--- config.mk ---
export PLATFORM = sky130hd
export DESIGN_NAME = aux_supply_config_register
export DESIGN_NICKNAME = d
export VERILOG_FILES = /design/src/hw/aux_supply_pkg.sv /design/src/hw/aux_supply_config_register.sv
export SDC_FILE = /design/constraint.sdc
export NUM_CORES = 1
export LEC_CHECK = 0
export BUFFER_PORTS_ARGS = -buffer_cell sky130_fd_sc_hd__buf_2
export CAP_MARGIN = 20
export CORE_AREA = 4 4 106 128
export CTS_CLUSTER_DIAMETER = 120
export DETAILED_ROUTE_END_ITERATION = 6
export DIE_AREA = 0 0 110 132
export PLACE_DENSITY = 0.67
export SYNTH_ARGS = -nofsm -noshare
export SYNTH_HDL_FRONTEND = slang
export SYNTH_SLANG_ARGS = --single-unit
export TNS_END_PERCENT = 30
--- constraint.sdc ---
create_clock -name clock_i -period 2 [get_ports clock_i]
set_input_delay 0.2 -clock clock_i [delete_from_list [all_inputs] [get_ports clock_i]]
set_output_delay 0.2 -clock clock_i [all_outputs]
set_load 0.02 [all_outputs]
--- src/hw/aux_supply_pkg.sv ---
package aux_supply_pkg;

    // ------------------------------------------------------------
    // Command codes
    // ------------------------------------------------------------
    localparam logic [7:0]  CMD_VOLATILE_WRITE   = 8'hE5;
    localparam logic [7:0]  CMD_PERSISTENT_WRITE = 8'hE6;
    localparam logic [7:0]  CMD_READ_PREP        = 8'hE7;

    // ------------------------------------------------------------
    // Configuration word layout and values
    // ------------------------------------------------------------
    localparam logic [31:0] CFG_WRITABLE_MASK    = 32'h0001_DFFF;
    localparam logic [31:0] CFG_RESET            = 32'h0000_0000;
    localparam logic [31:0] WORD_ZERO            = 32'h0000_0000;

    typedef struct packed {
        logic [14:0] rsv_hi;           // Bits 31:17, read as zero
        logic        aux_on_bit;       // Bit 16
        logic        aux_passthrough_bit; // Bit 15
        logic        aux_ratio_select; // Bit 14, 0 ratio two, 1 ratio three
        logic        rsv13;            // Bit 13, read as zero
        logic [1:0]  aux_drive_select; // Bits 12:11, quarters of strength
        logic [2:0]  aux_clock_divide; // Bits 10:8, divide by 2**code
        logic        aux_closed_loop_bit; // Bit 7
        logic [6:0]  aux_level_code;   // Bits 6:0, 00h min to 7Fh max
    } aux_cfg_t;

    // ------------------------------------------------------------
    // Serial framing and timing
    // ------------------------------------------------------------
    localparam logic [2:0]  BIT_FIRST            = 3'h0;
    localparam logic [2:0]  BIT_LAST             = 3'h7;
    localparam logic [2:0]  DATA_BYTE_LAST       = 3'h3;
    localparam logic [2:0]  BYTE_FIRST           = 3'h0;
    localparam logic [1:0]  BOOT_SETTLE          = 2'h3;
    localparam logic [1:0]  BOOT_ZERO            = 2'h0;
    localparam logic [7:0]  BYTE_ZERO            = 8'h00;
    localparam logic [6:0]  DIV_ONE              = 7'h01;
    localparam logic [6:0]  DIV_ZERO             = 7'h00;

    // ------------------------------------------------------------
    // Synchronised pin indices
    // ------------------------------------------------------------
    localparam int          PIN_COUNT            = 4;
    localparam int          PIN_SCK              = 0;
    localparam int          PIN_CS_N             = 1;
    localparam int          PIN_MOSI             = 2;
    localparam int          PIN_STRAP            = 3;
    localparam logic [3:0]  PIN_RESET            = 4'h2;

    typedef enum logic [4:0] {
        ST_IDLE    = 5'b00001,
        ST_CMD     = 5'b00010,
        ST_DATA    = 5'b00100,
        ST_READOUT = 5'b01000,
        ST_IGNORE  = 5'b10000
    } spi_state_t;

endpackage

--- src/hw/aux_supply_config_register.sv ---
`timescale 1ns/10ps
module aux_supply_config_register
    import aux_supply_pkg::*;
#(
    parameter logic [7:0] WRITE_ENABLE_CMD     = 8'h06,
    parameter logic [7:0] REGISTER_READOUT_CMD = 8'h05
) (
    input  wire logic       clock_i,
    input  wire logic       nrst_i,
    input  wire logic       por_n_i,
    input  wire logic       spi_sck_i,
    input  wire logic       spi_cs_n_i,
    input  wire logic       spi_mosi_i,
    input  wire logic       supply_range_strap_i,
    output logic            spi_miso_o,
    output logic            spi_miso_oe_n_o,
    output logic            aux_on_bit_o,
    output logic            aux_passthrough_bit_o,
    output logic            aux_ratio_select_o,
    output logic [1:0]      aux_drive_select_o,
    output logic [2:0]      aux_clock_divide_o,
    output logic            aux_closed_loop_bit_o,
    output logic [6:0]      aux_level_code_o,
    output logic            aux_conv_tick_o,
    output logic            fixed_high_supply_mode_o
);
    // ------------------------------------------------------------
    // Pin synchronisers
    // ------------------------------------------------------------
    logic [PIN_COUNT-1:0]   pin_raw, sync1, sync2, sync3, filt, next_filt;
    assign pin_raw = {supply_range_strap_i, spi_mosi_i, spi_cs_n_i, spi_sck_i};
    // A level counts only once stages two and three agree
    for (genvar g = 0; g < PIN_COUNT; g++) begin : g_pin
        always_comb next_filt[g] = (sync2[g] == sync3[g]) ? sync3[g] : filt[g];
    end
    // Three-stage capture of the asynchronous pins
    always_ff @(posedge clock_i) begin
        if (!nrst_i) begin
            sync1 <= PIN_RESET;
            sync2 <= PIN_RESET;
            sync3 <= PIN_RESET;
            filt  <= PIN_RESET;
        end else begin
            sync1 <= pin_raw;
            sync2 <= sync1;
            sync3 <= sync2;
            filt  <= next_filt;
        end
    end

    logic        sck_rise, sck_fall, cs_active, mosi_bit;
    assign sck_rise  = next_filt[PIN_SCK] & ~filt[PIN_SCK];
    assign sck_fall  = ~next_filt[PIN_SCK] & filt[PIN_SCK];
    assign cs_active = ~filt[PIN_CS_N];
    assign mosi_bit  = next_filt[PIN_MOSI];

    // ------------------------------------------------------------
    // Serial command engine
    // ------------------------------------------------------------
    spi_state_t  state, next_state;
    logic [2:0]  bit_cnt, next_bit_cnt, byte_cnt, next_byte_cnt;
    logic [7:0]  shift_in, next_shift_in, cmd, next_cmd, rx_byte;
    logic [31:0] word, next_word, read_buf, next_read_buf, out_sr, next_out_sr, write_word;
    logic        wel, next_wel, read_ready, next_read_ready;
    logic        miso, next_miso, miso_oe_n, next_miso_oe_n;
    logic        commit_vol, commit_pers, prep_read, byte_done;
    aux_cfg_t    cfg;
    assign rx_byte    = {shift_in[6:0], mosi_bit};
    assign write_word = {word[23:0], rx_byte};
    assign byte_done  = sck_rise && (bit_cnt == BIT_LAST);

    // Mode 0: capture on rising clock, launch on falling clock
    always_comb begin
        next_state      = state;
        next_bit_cnt    = bit_cnt;
        next_byte_cnt   = byte_cnt;
        next_shift_in   = shift_in;
        next_cmd        = cmd;
        next_word       = word;
        next_read_buf   = read_buf;
        next_out_sr     = out_sr;
        next_wel        = wel;
        next_read_ready = read_ready;
        next_miso       = miso;
        commit_vol      = 1'b0;
        commit_pers     = 1'b0;
        prep_read       = 1'b0;
        if (sck_rise) begin
            next_shift_in = rx_byte;
            next_bit_cnt  = bit_cnt + 3'h1;
        end
        if (!cs_active) begin
            next_state    = ST_IDLE;
            next_bit_cnt  = BIT_FIRST;
            next_byte_cnt = BYTE_FIRST;
        end else begin
            case (state)
                ST_IDLE: begin
                    next_state   = ST_CMD;
                    next_bit_cnt = BIT_FIRST;
                end
                ST_CMD: begin
                    if (byte_done) begin
                        next_cmd   = rx_byte;
                        next_state = ST_IGNORE;
                        if (rx_byte == CMD_VOLATILE_WRITE || rx_byte == CMD_PERSISTENT_WRITE) begin
                            next_state = ST_DATA;
                        end else if (rx_byte == CMD_READ_PREP) begin
                            prep_read       = 1'b1;
                            next_read_buf   = cfg;
                            next_read_ready = 1'b1;
                        end else if (rx_byte == WRITE_ENABLE_CMD) begin
                            next_wel = 1'b1;
                        end else if (rx_byte == REGISTER_READOUT_CMD && read_ready) begin
                            next_out_sr = read_buf;
                            next_state  = ST_READOUT;
                        end
                    end
                end
                ST_DATA: begin
                    if (byte_done) begin
                        next_word     = write_word;
                        next_byte_cnt = byte_cnt + 3'h1;
                        if (byte_cnt == DATA_BYTE_LAST) begin
                            next_state  = ST_IGNORE;
                            commit_vol  = (cmd == CMD_VOLATILE_WRITE);
                            commit_pers = (cmd == CMD_PERSISTENT_WRITE);
                            if (cmd == CMD_PERSISTENT_WRITE) begin
                                next_wel = 1'b0; // Enable is spent by one store
                            end
                        end
                    end
                end
                ST_READOUT: begin
                    if (sck_fall) begin
                        next_miso   = out_sr[31];
                        next_out_sr = {out_sr[30:0], 1'b0};
                    end
                end
                ST_IGNORE: next_state = ST_IGNORE;
                default:   next_state = ST_IDLE;
            endcase
        end
        next_miso_oe_n = (next_state != ST_READOUT);
    end
    // Serial engine state, cleared by the functional reset
    always_ff @(posedge clock_i) begin
        if (!nrst_i) begin
            state      <= ST_IDLE;
            bit_cnt    <= BIT_FIRST;
            byte_cnt   <= BYTE_FIRST;
            shift_in   <= BYTE_ZERO;
            cmd        <= BYTE_ZERO;
            word       <= WORD_ZERO;
            read_buf   <= WORD_ZERO;
            out_sr     <= WORD_ZERO;
            wel        <= 1'b0;
            read_ready <= 1'b0;
            miso       <= 1'b0;
            miso_oe_n  <= 1'b1;
        end else begin
            state      <= next_state;
            bit_cnt    <= next_bit_cnt;
            byte_cnt   <= next_byte_cnt;
            shift_in   <= next_shift_in;
            cmd        <= next_cmd;
            word       <= next_word;
            read_buf   <= next_read_buf;
            out_sr     <= next_out_sr;
            wel        <= next_wel;
            read_ready <= next_read_ready;
            miso       <= next_miso;
            miso_oe_n  <= next_miso_oe_n;
        end
    end

    // ------------------------------------------------------------
    // Configuration, persistent copy, strap and clock divider
    // ------------------------------------------------------------
    aux_cfg_t    next_cfg;
    logic [31:0] persist, next_persist;
    logic [1:0]  boot_cnt, next_boot_cnt;
    logic        boot_done, next_boot_done, boot_load, fixed_high_supply_mode, next_fhs, tick, next_tick;
    logic [6:0]  div_cnt, next_div_cnt, div_mask;
    // Strap is caught only once the synchroniser has filled; code 7 wraps the mask to all ones
    assign boot_load = !boot_done && (boot_cnt == BOOT_SETTLE);
    assign div_mask  = (DIV_ONE << cfg.aux_clock_divide) - DIV_ONE;
    always_comb begin
        next_cfg       = cfg;
        next_persist   = persist;
        next_boot_cnt  = boot_cnt;
        next_boot_done = boot_done;
        next_fhs       = fixed_high_supply_mode;
        next_div_cnt   = div_cnt + DIV_ONE;
        next_tick      = cfg.aux_on_bit && ((div_cnt & div_mask) == DIV_ZERO);
        if (!boot_done && boot_cnt != BOOT_SETTLE) begin
            next_boot_cnt = boot_cnt + 2'h1;
        end
        if (boot_load) begin
            next_cfg       = persist;
            next_fhs       = ~next_filt[PIN_STRAP];
            next_boot_done = 1'b1;
        end else if (commit_vol) begin
            next_cfg = write_word & CFG_WRITABLE_MASK;
        end
        if (commit_pers && wel) begin
            next_persist = write_word & CFG_WRITABLE_MASK;
        end
    end
    always_ff @(posedge clock_i) begin
        if (!nrst_i) begin
            cfg       <= CFG_RESET;
            boot_cnt  <= BOOT_ZERO;
            boot_done <= 1'b0;
            fixed_high_supply_mode       <= 1'b0;
            div_cnt   <= DIV_ZERO;
            tick      <= 1'b0;
        end else begin
            cfg       <= next_cfg;
            boot_cnt  <= next_boot_cnt;
            boot_done <= next_boot_done;
            fixed_high_supply_mode       <= next_fhs;
            div_cnt   <= next_div_cnt;
            tick      <= next_tick;
        end
    end

    // Persistent copy survives the functional reset, cleared only at power-on
    always_ff @(posedge clock_i) begin
        if (!por_n_i) begin
            persist <= CFG_RESET;
        end else begin
            persist <= next_persist;
        end
    end

    // ------------------------------------------------------------
    // Outputs
    // ------------------------------------------------------------
    assign spi_miso_o               = miso;
    assign spi_miso_oe_n_o          = miso_oe_n;
    assign aux_on_bit_o             = cfg.aux_on_bit;
    assign aux_passthrough_bit_o    = cfg.aux_passthrough_bit;
    assign aux_ratio_select_o       = cfg.aux_ratio_select;
    assign aux_drive_select_o       = cfg.aux_drive_select;
    assign aux_clock_divide_o       = cfg.aux_clock_divide;
    assign aux_closed_loop_bit_o    = cfg.aux_closed_loop_bit;
    assign aux_level_code_o         = cfg.aux_level_code;
    assign aux_conv_tick_o          = tick;
    assign fixed_high_supply_mode_o = fixed_high_supply_mode;
    // ------------------------------------------------------------
    // Assertions
    // ------------------------------------------------------------
    AST_RSV_ZERO: assert property (@(posedge clock_i) disable iff (!nrst_i)
        (cfg.rsv_hi == 15'h0000) && (cfg.rsv13 == 1'b0) && ((read_buf & ~CFG_WRITABLE_MASK) == WORD_ZERO))
        else $error("reserved configuration bits not zero");
    AST_VOL_WRITE: assert property (@(posedge clock_i) disable iff (!nrst_i)
        (commit_vol && !boot_load) |=> ({aux_on_bit_o, aux_passthrough_bit_o, aux_ratio_select_o,
            aux_drive_select_o, aux_clock_divide_o, aux_closed_loop_bit_o, aux_level_code_o}
            == {$past(write_word[16:14]), $past(write_word[12:0])}))
        else $error("volatile write did not reach outputs");
    AST_PERS_NEEDS_ENABLE: assert property (@(posedge clock_i) disable iff (!nrst_i)
        (commit_pers && !wel) |=> $stable(persist)) else $error("persistent copy changed without write enable");
    AST_PERS_STORE: assert property (@(posedge clock_i) disable iff (!nrst_i)
        (commit_pers && wel) |=> (persist == ($past(write_word) & CFG_WRITABLE_MASK)) && !wel)
        else $error("persistent store or enable clear wrong");
    AST_BOOT_RELOAD: assert property (@(posedge clock_i) disable iff (!nrst_i)
        $rose(nrst_i) |-> ##3 (boot_load ##1 (cfg == $past(persist)))) else $error("no reload after reset");
    AST_STRAP_MODE: assert property (@(posedge clock_i) disable iff (!nrst_i)
        boot_load |=> (fixed_high_supply_mode_o == ~$past(next_filt[PIN_STRAP])) ##1 $stable(fixed_high_supply_mode_o))
        else $error("supply mode strap not honoured");
    AST_DIV_FULL: assert property (@(posedge clock_i) disable iff (!nrst_i)
        ($past(cfg.aux_clock_divide) == 3'h0 && $past(cfg.aux_on_bit)) |-> aux_conv_tick_o)
        else $error("undivided converter clock missed a tick");
    AST_DIV_128: assert property (@(posedge clock_i) disable iff (!nrst_i)
        ($past(cfg.aux_clock_divide) == 3'h7 && aux_conv_tick_o) |-> ($past(div_cnt) == DIV_ZERO))
        else $error("divide by 128 ticked off phase");
    AST_READ_PREP: assert property (@(posedge clock_i) disable iff (!nrst_i)
        prep_read |=> (read_buf == $past(cfg)) && read_ready) else $error("read preparation did not snapshot");
    AST_READOUT_MSB: assert property (@(posedge clock_i) disable iff (!nrst_i)
        (state == ST_READOUT && cs_active && sck_fall) |=> (spi_miso_o == $past(out_sr[31])) && !spi_miso_oe_n_o)
        else $error("readout bit not driven");

endmodule

==> results.py <==
metrics = {
    "route": {
        "finalWirelength_um": 13430,
        "via_per_inst": 5.395,
        "wl_met2_um": 6656,
        "wl_met1_um": 6090,
        "wl_met3_um": 425,
        "postRouteAntennaNets": 0,
        "drc": 0,
        "routedWlPerCell_um": 15.35,
        "num_vias": 4721,
        "drt_pass1_iterations": 4,
        "drt_iter0_markers": 260,
        "top_layer_used": "met4",
    },
    "power_and_ir_drop": {
        "seq_power_share_pct": 44.9,
        "power.density_mw_per_mm2": 923.8,
        "p_leak_uw": 0.003006,
        "power_frac_comb_pct": 7.6,
        "irDropWorstVdd_v": 0.0007439,
        "p_switching_uw": 1616,
        "p_int_uw": 5347,
        "switching_share_pct": 23.21,
        "clkPwrFrac_pct": 47.6,
    },
    "worst_setup_path": {
        "cp-startpoint": "bit_cnt[1]$_SDFFE_PP0P_",
        "cp_common_cell": "ha_4",
        "worstPathRequired_ns": 2.28,
        "rrSetupSlack_ns": -0.03,
        "critPathKind": "reg -> reg",
        "cp_slowest_cell": "dfxtp_2",
        "path_max_fanout": 8,
        "r2r-start": "bit_cnt[1]$_SDFFE_PP0P_",
        "crit_path_end_kind": "flip-flop",
        "r2r_cells": 9,
        "timing.rr.end": "out_sr[7]$_SDFFE_PN0P_",
        "slowest_delay_ns": 0.36,
        "path_delay_family": "compound AO/OA/AOI/OAI gates",
        "cp-start-kind": "flip-flop",
        "worstPathArrival_ns": 2.31,
        "crit_buf_inv": 2,
        "worst-path-stages": 9,
        "path_cells": "ha_4 > ha_4 > nand4b_4 > buf_6 > and3_4 > a31o_4 > buf_8 > o211ai_1 > o41ai_4",
    },
    "clock_tree": {
        "cts.sinks": 146,
        "cts_tree": "done",
        "cts.path.max_buffers": 2,
        "insertion_delay_ns": 0.41,
        "cts.clk_slew.worst_paths_ns": 0.06,
        "h-tree-depth": 4,
        "root_buffer": "clkbuf_16",
        "cts_buffers": 17,
    },
    "synthesis": {
        "synth.most_common_cell": "dfxtp_1",
        "post_synth_inst_count": 640,
        "ys_ff_latch": 146,
        "yosys-top-cells-area": "dfxtp_1 48%, mux2i_1 13%, nand2_1 5.1%",
        "netlist.area_leader.share_pct": 48.34,
        "synth_ff_type": "dfxtp_1",
        "syn-cell-area_mm2": 0.006046,
        "synth_edf_count": 0,
        "synth_nets": 654,
        "async_reset_ff_share_pct": 0,
        "syn_area_per_cell_um2": 9.447,
        "yosysUniqueCellTypes": 57,
        "yosys.area.top_type": "dfxtp_1",
        "synthTopCellsByCount": "146 x dfxtp_1, 82 x nand2_1, 80 x mux2i_1",
        "ys_seq_area_share_pct": 48.34,
        "yosys_warnings": 0,
    },
    "global_route": {
        "overflow": 0,
        "grt_max_degree": 44,
        "grt_use_total_pct": 19.63,
        "grt_pass1_vias": 4760,
        "grt_pass1_wl_um": 22910,
        "antenna_found_initial": 0,
    },
    "layout": {
        "final_util_pct": 60.58,
        "layout.nets": 712,
        "drive_gt1_share_pct": 20.82,
        "antenna_cells": 0,
        "area_delta_synth_final_pct": 24.69,
        "fill_cells": 1053,
        "final_cell_area_mm2": 0.007538,
    },
    "place": {
        "post-place-ws_ns": -0.05455,
        "hpwlAfterDp_um": 8864,
        "numPortBuffers": 26,
        "gp_congestion": 0.8114,
        "dpl_cell_area_mm2": 0.006584,
    },
    "floorplanning": {
        "dieHeight_um": 132,
        "dieArea_mm2": 0.01452,
        "initial_core_util_pct": 48.59,
        "io_pins": 27,
        "rows": 45,
        "core_mm2": 0.01244,
        "die_w_um": 110,
    },
    "outcome": {
        "status": "complete, but fails checks",
        "violations": "setup timing",
    },
    "sta": {
        "rsz0062_at_grt": "true",
        "setup-violations-final": 16,
        "drv_slew": 0,
        "min_period_ns": 2.033,
        "worst_hold_slack_ns": 0.01308,
        "tightest_slew_ns": 0.4979,
        "worst_slew_margin_rel_pct": 66.81,
        "finalHoldViolCount": 0,
        "worst_slack_ns": -0.03290,
        "fin_crit_sh_pct": 101.6,
        "clock_skew_ns": 0.008458,
        "max_freq_mhz": 491.9,
    },
    "run": {
        "maxCapViolations": 0,
    },
    "min_path": {
        "min_to": "sync1[1]$_SDFF_PN1_",
        "hold_depth": 2,
        "worstHoldStart": "spi_cs_n_i",
        "hold_path_class": "in -> reg",
    },
}
## stage by stage
stage / total power [uW] / TNS, ns / std cells
2_1_floorplan: 3526 / -0.3023 / 640
6_report: 6964 / -0.1968 / 875
3_3_place_gp: 3687 / 0 / 828
5_1_grt: 7240 / -2.182 / 875
3_5_place_dp: 3708 / -0.1665 / 828
4_1_cts: 7024 / 0 / 871
## final cells by class
| cell class | count | area (um2) | share of cell area [%] |
|---|---|---|---|
| multi-input cells | 440 | 3027 | 40.15 |
| inverters | 6 | 22.52 | 0.2988 |
| repair buffers | 87 | 725.7 | 9.627 |
| clock buffers | 20 | 446.7 | 5.925 |
| well taps | 164 | 205.2 | 2.722 |
| clock inverters | 12 | 182.7 | 2.423 |
| flip-flops and latches | 146 | 2929 | 38.85 |
## layer usage
layer	track usage (%)	vias up
met2	31.17	85
met3	4.753	21
met4	7.554	0
met1	25.54	2251
li1	-	2364
met5	0	-
## worst register-to-register path: cells and delay by family, from the launching register on
family          cells  cell delay (ns)
flops               1             0.36
simple gates        2             0.28
compound gates      3             0.67
buf+inv             2             0.31
fa+ha+maj           2             0.29
## how the worst max path moves through the flow
stage	to
5_1_grt	out_sr[7]$_SDFFE_PN0P_
3_3_place_gp	aux_level_code_o[0]$_SDFFE_PN0P_
2_1_floorplan	out_sr[10]$_SDFFE_PN0P_
4_1_cts	out_sr[31]$_SDFFE_PN0P_
6_report	out_sr[7]$_SDFFE_PN0P_
3_5_place_dp	aux_level_code_o[0]$_SDFFE_PN0P_
## layout by cell type (no fill, tap or decap), drive strengths merged, types with 3 or more instances in the layout
cell type,instances
o21bai,4
o211ai,14
mux2i,80
nor3,6
ha,7
nand3,22
xnor2,5
and2,13
a2111oi,3
dfxtp,146
nand2b,7
nor4,3
nand4b,4
clkbuf,21
clkinv,5
xor2,4
clkinvlp,3
and3,4
a211oi,3
a21oi,49
nor2b,23
o21ai,21
inv,6
o41ai,13
bufinv,4
buf,83
dlygate4sd3,3
nor2,43
nand2,82
## sequential cells by signal (all words and copies together) (netlist names), 2 cells and up
name                flops
div_cnt                 7
sync2                   4
read_buf               16
filt                    4
state                   5
boot_cnt                2
shift_in                7
word                    8
persist                16
out_sr                 32
sync3                   4
bit_cnt                 3
aux_clock_divide_o      3
aux_level_code_o        7
cmd                     8
aux_drive_select_o      2
byte_cnt                3
sync1                   4
## power groups by stage
stage | clock network, uW | logic (uW) | registers [uW]
2_1_floorplan | 0 | 281 | 3240
3_3_place_gp | 0 | 507 | 3180
3_5_place_dp | 0 | 526 | 3180
4_1_cts | 3370 | 532 | 3120
5_1_grt | 3510 | 590 | 3140
6_report | 3310 | 527 | 3120
## cell families after synthesis
family | after synthesis | synth area share (%)
muxes | 81 | 13.43
and+or+nand+nor | 222 | 18.21
AOI/OAI and AO/OA | 119 | 12.58
DFF | 146 | 48.34
xor gates and xnor gates | 9 | 1.304
buffers and inverters | 54 | 4.346
adders and majority gates | 9 | 1.780
## timing repair
item                                   in CTS  in global routing
gates cloned                                2                  2
hold buffers                                3                  0
endpoints found under the hold margin       3                  0
buffers inserted                            6                  2
setup endpoints to repair                  53                 53
pin swaps                                   1                 15
gates resized for setup                     8                 25
(Power assumes the default switching activity.)
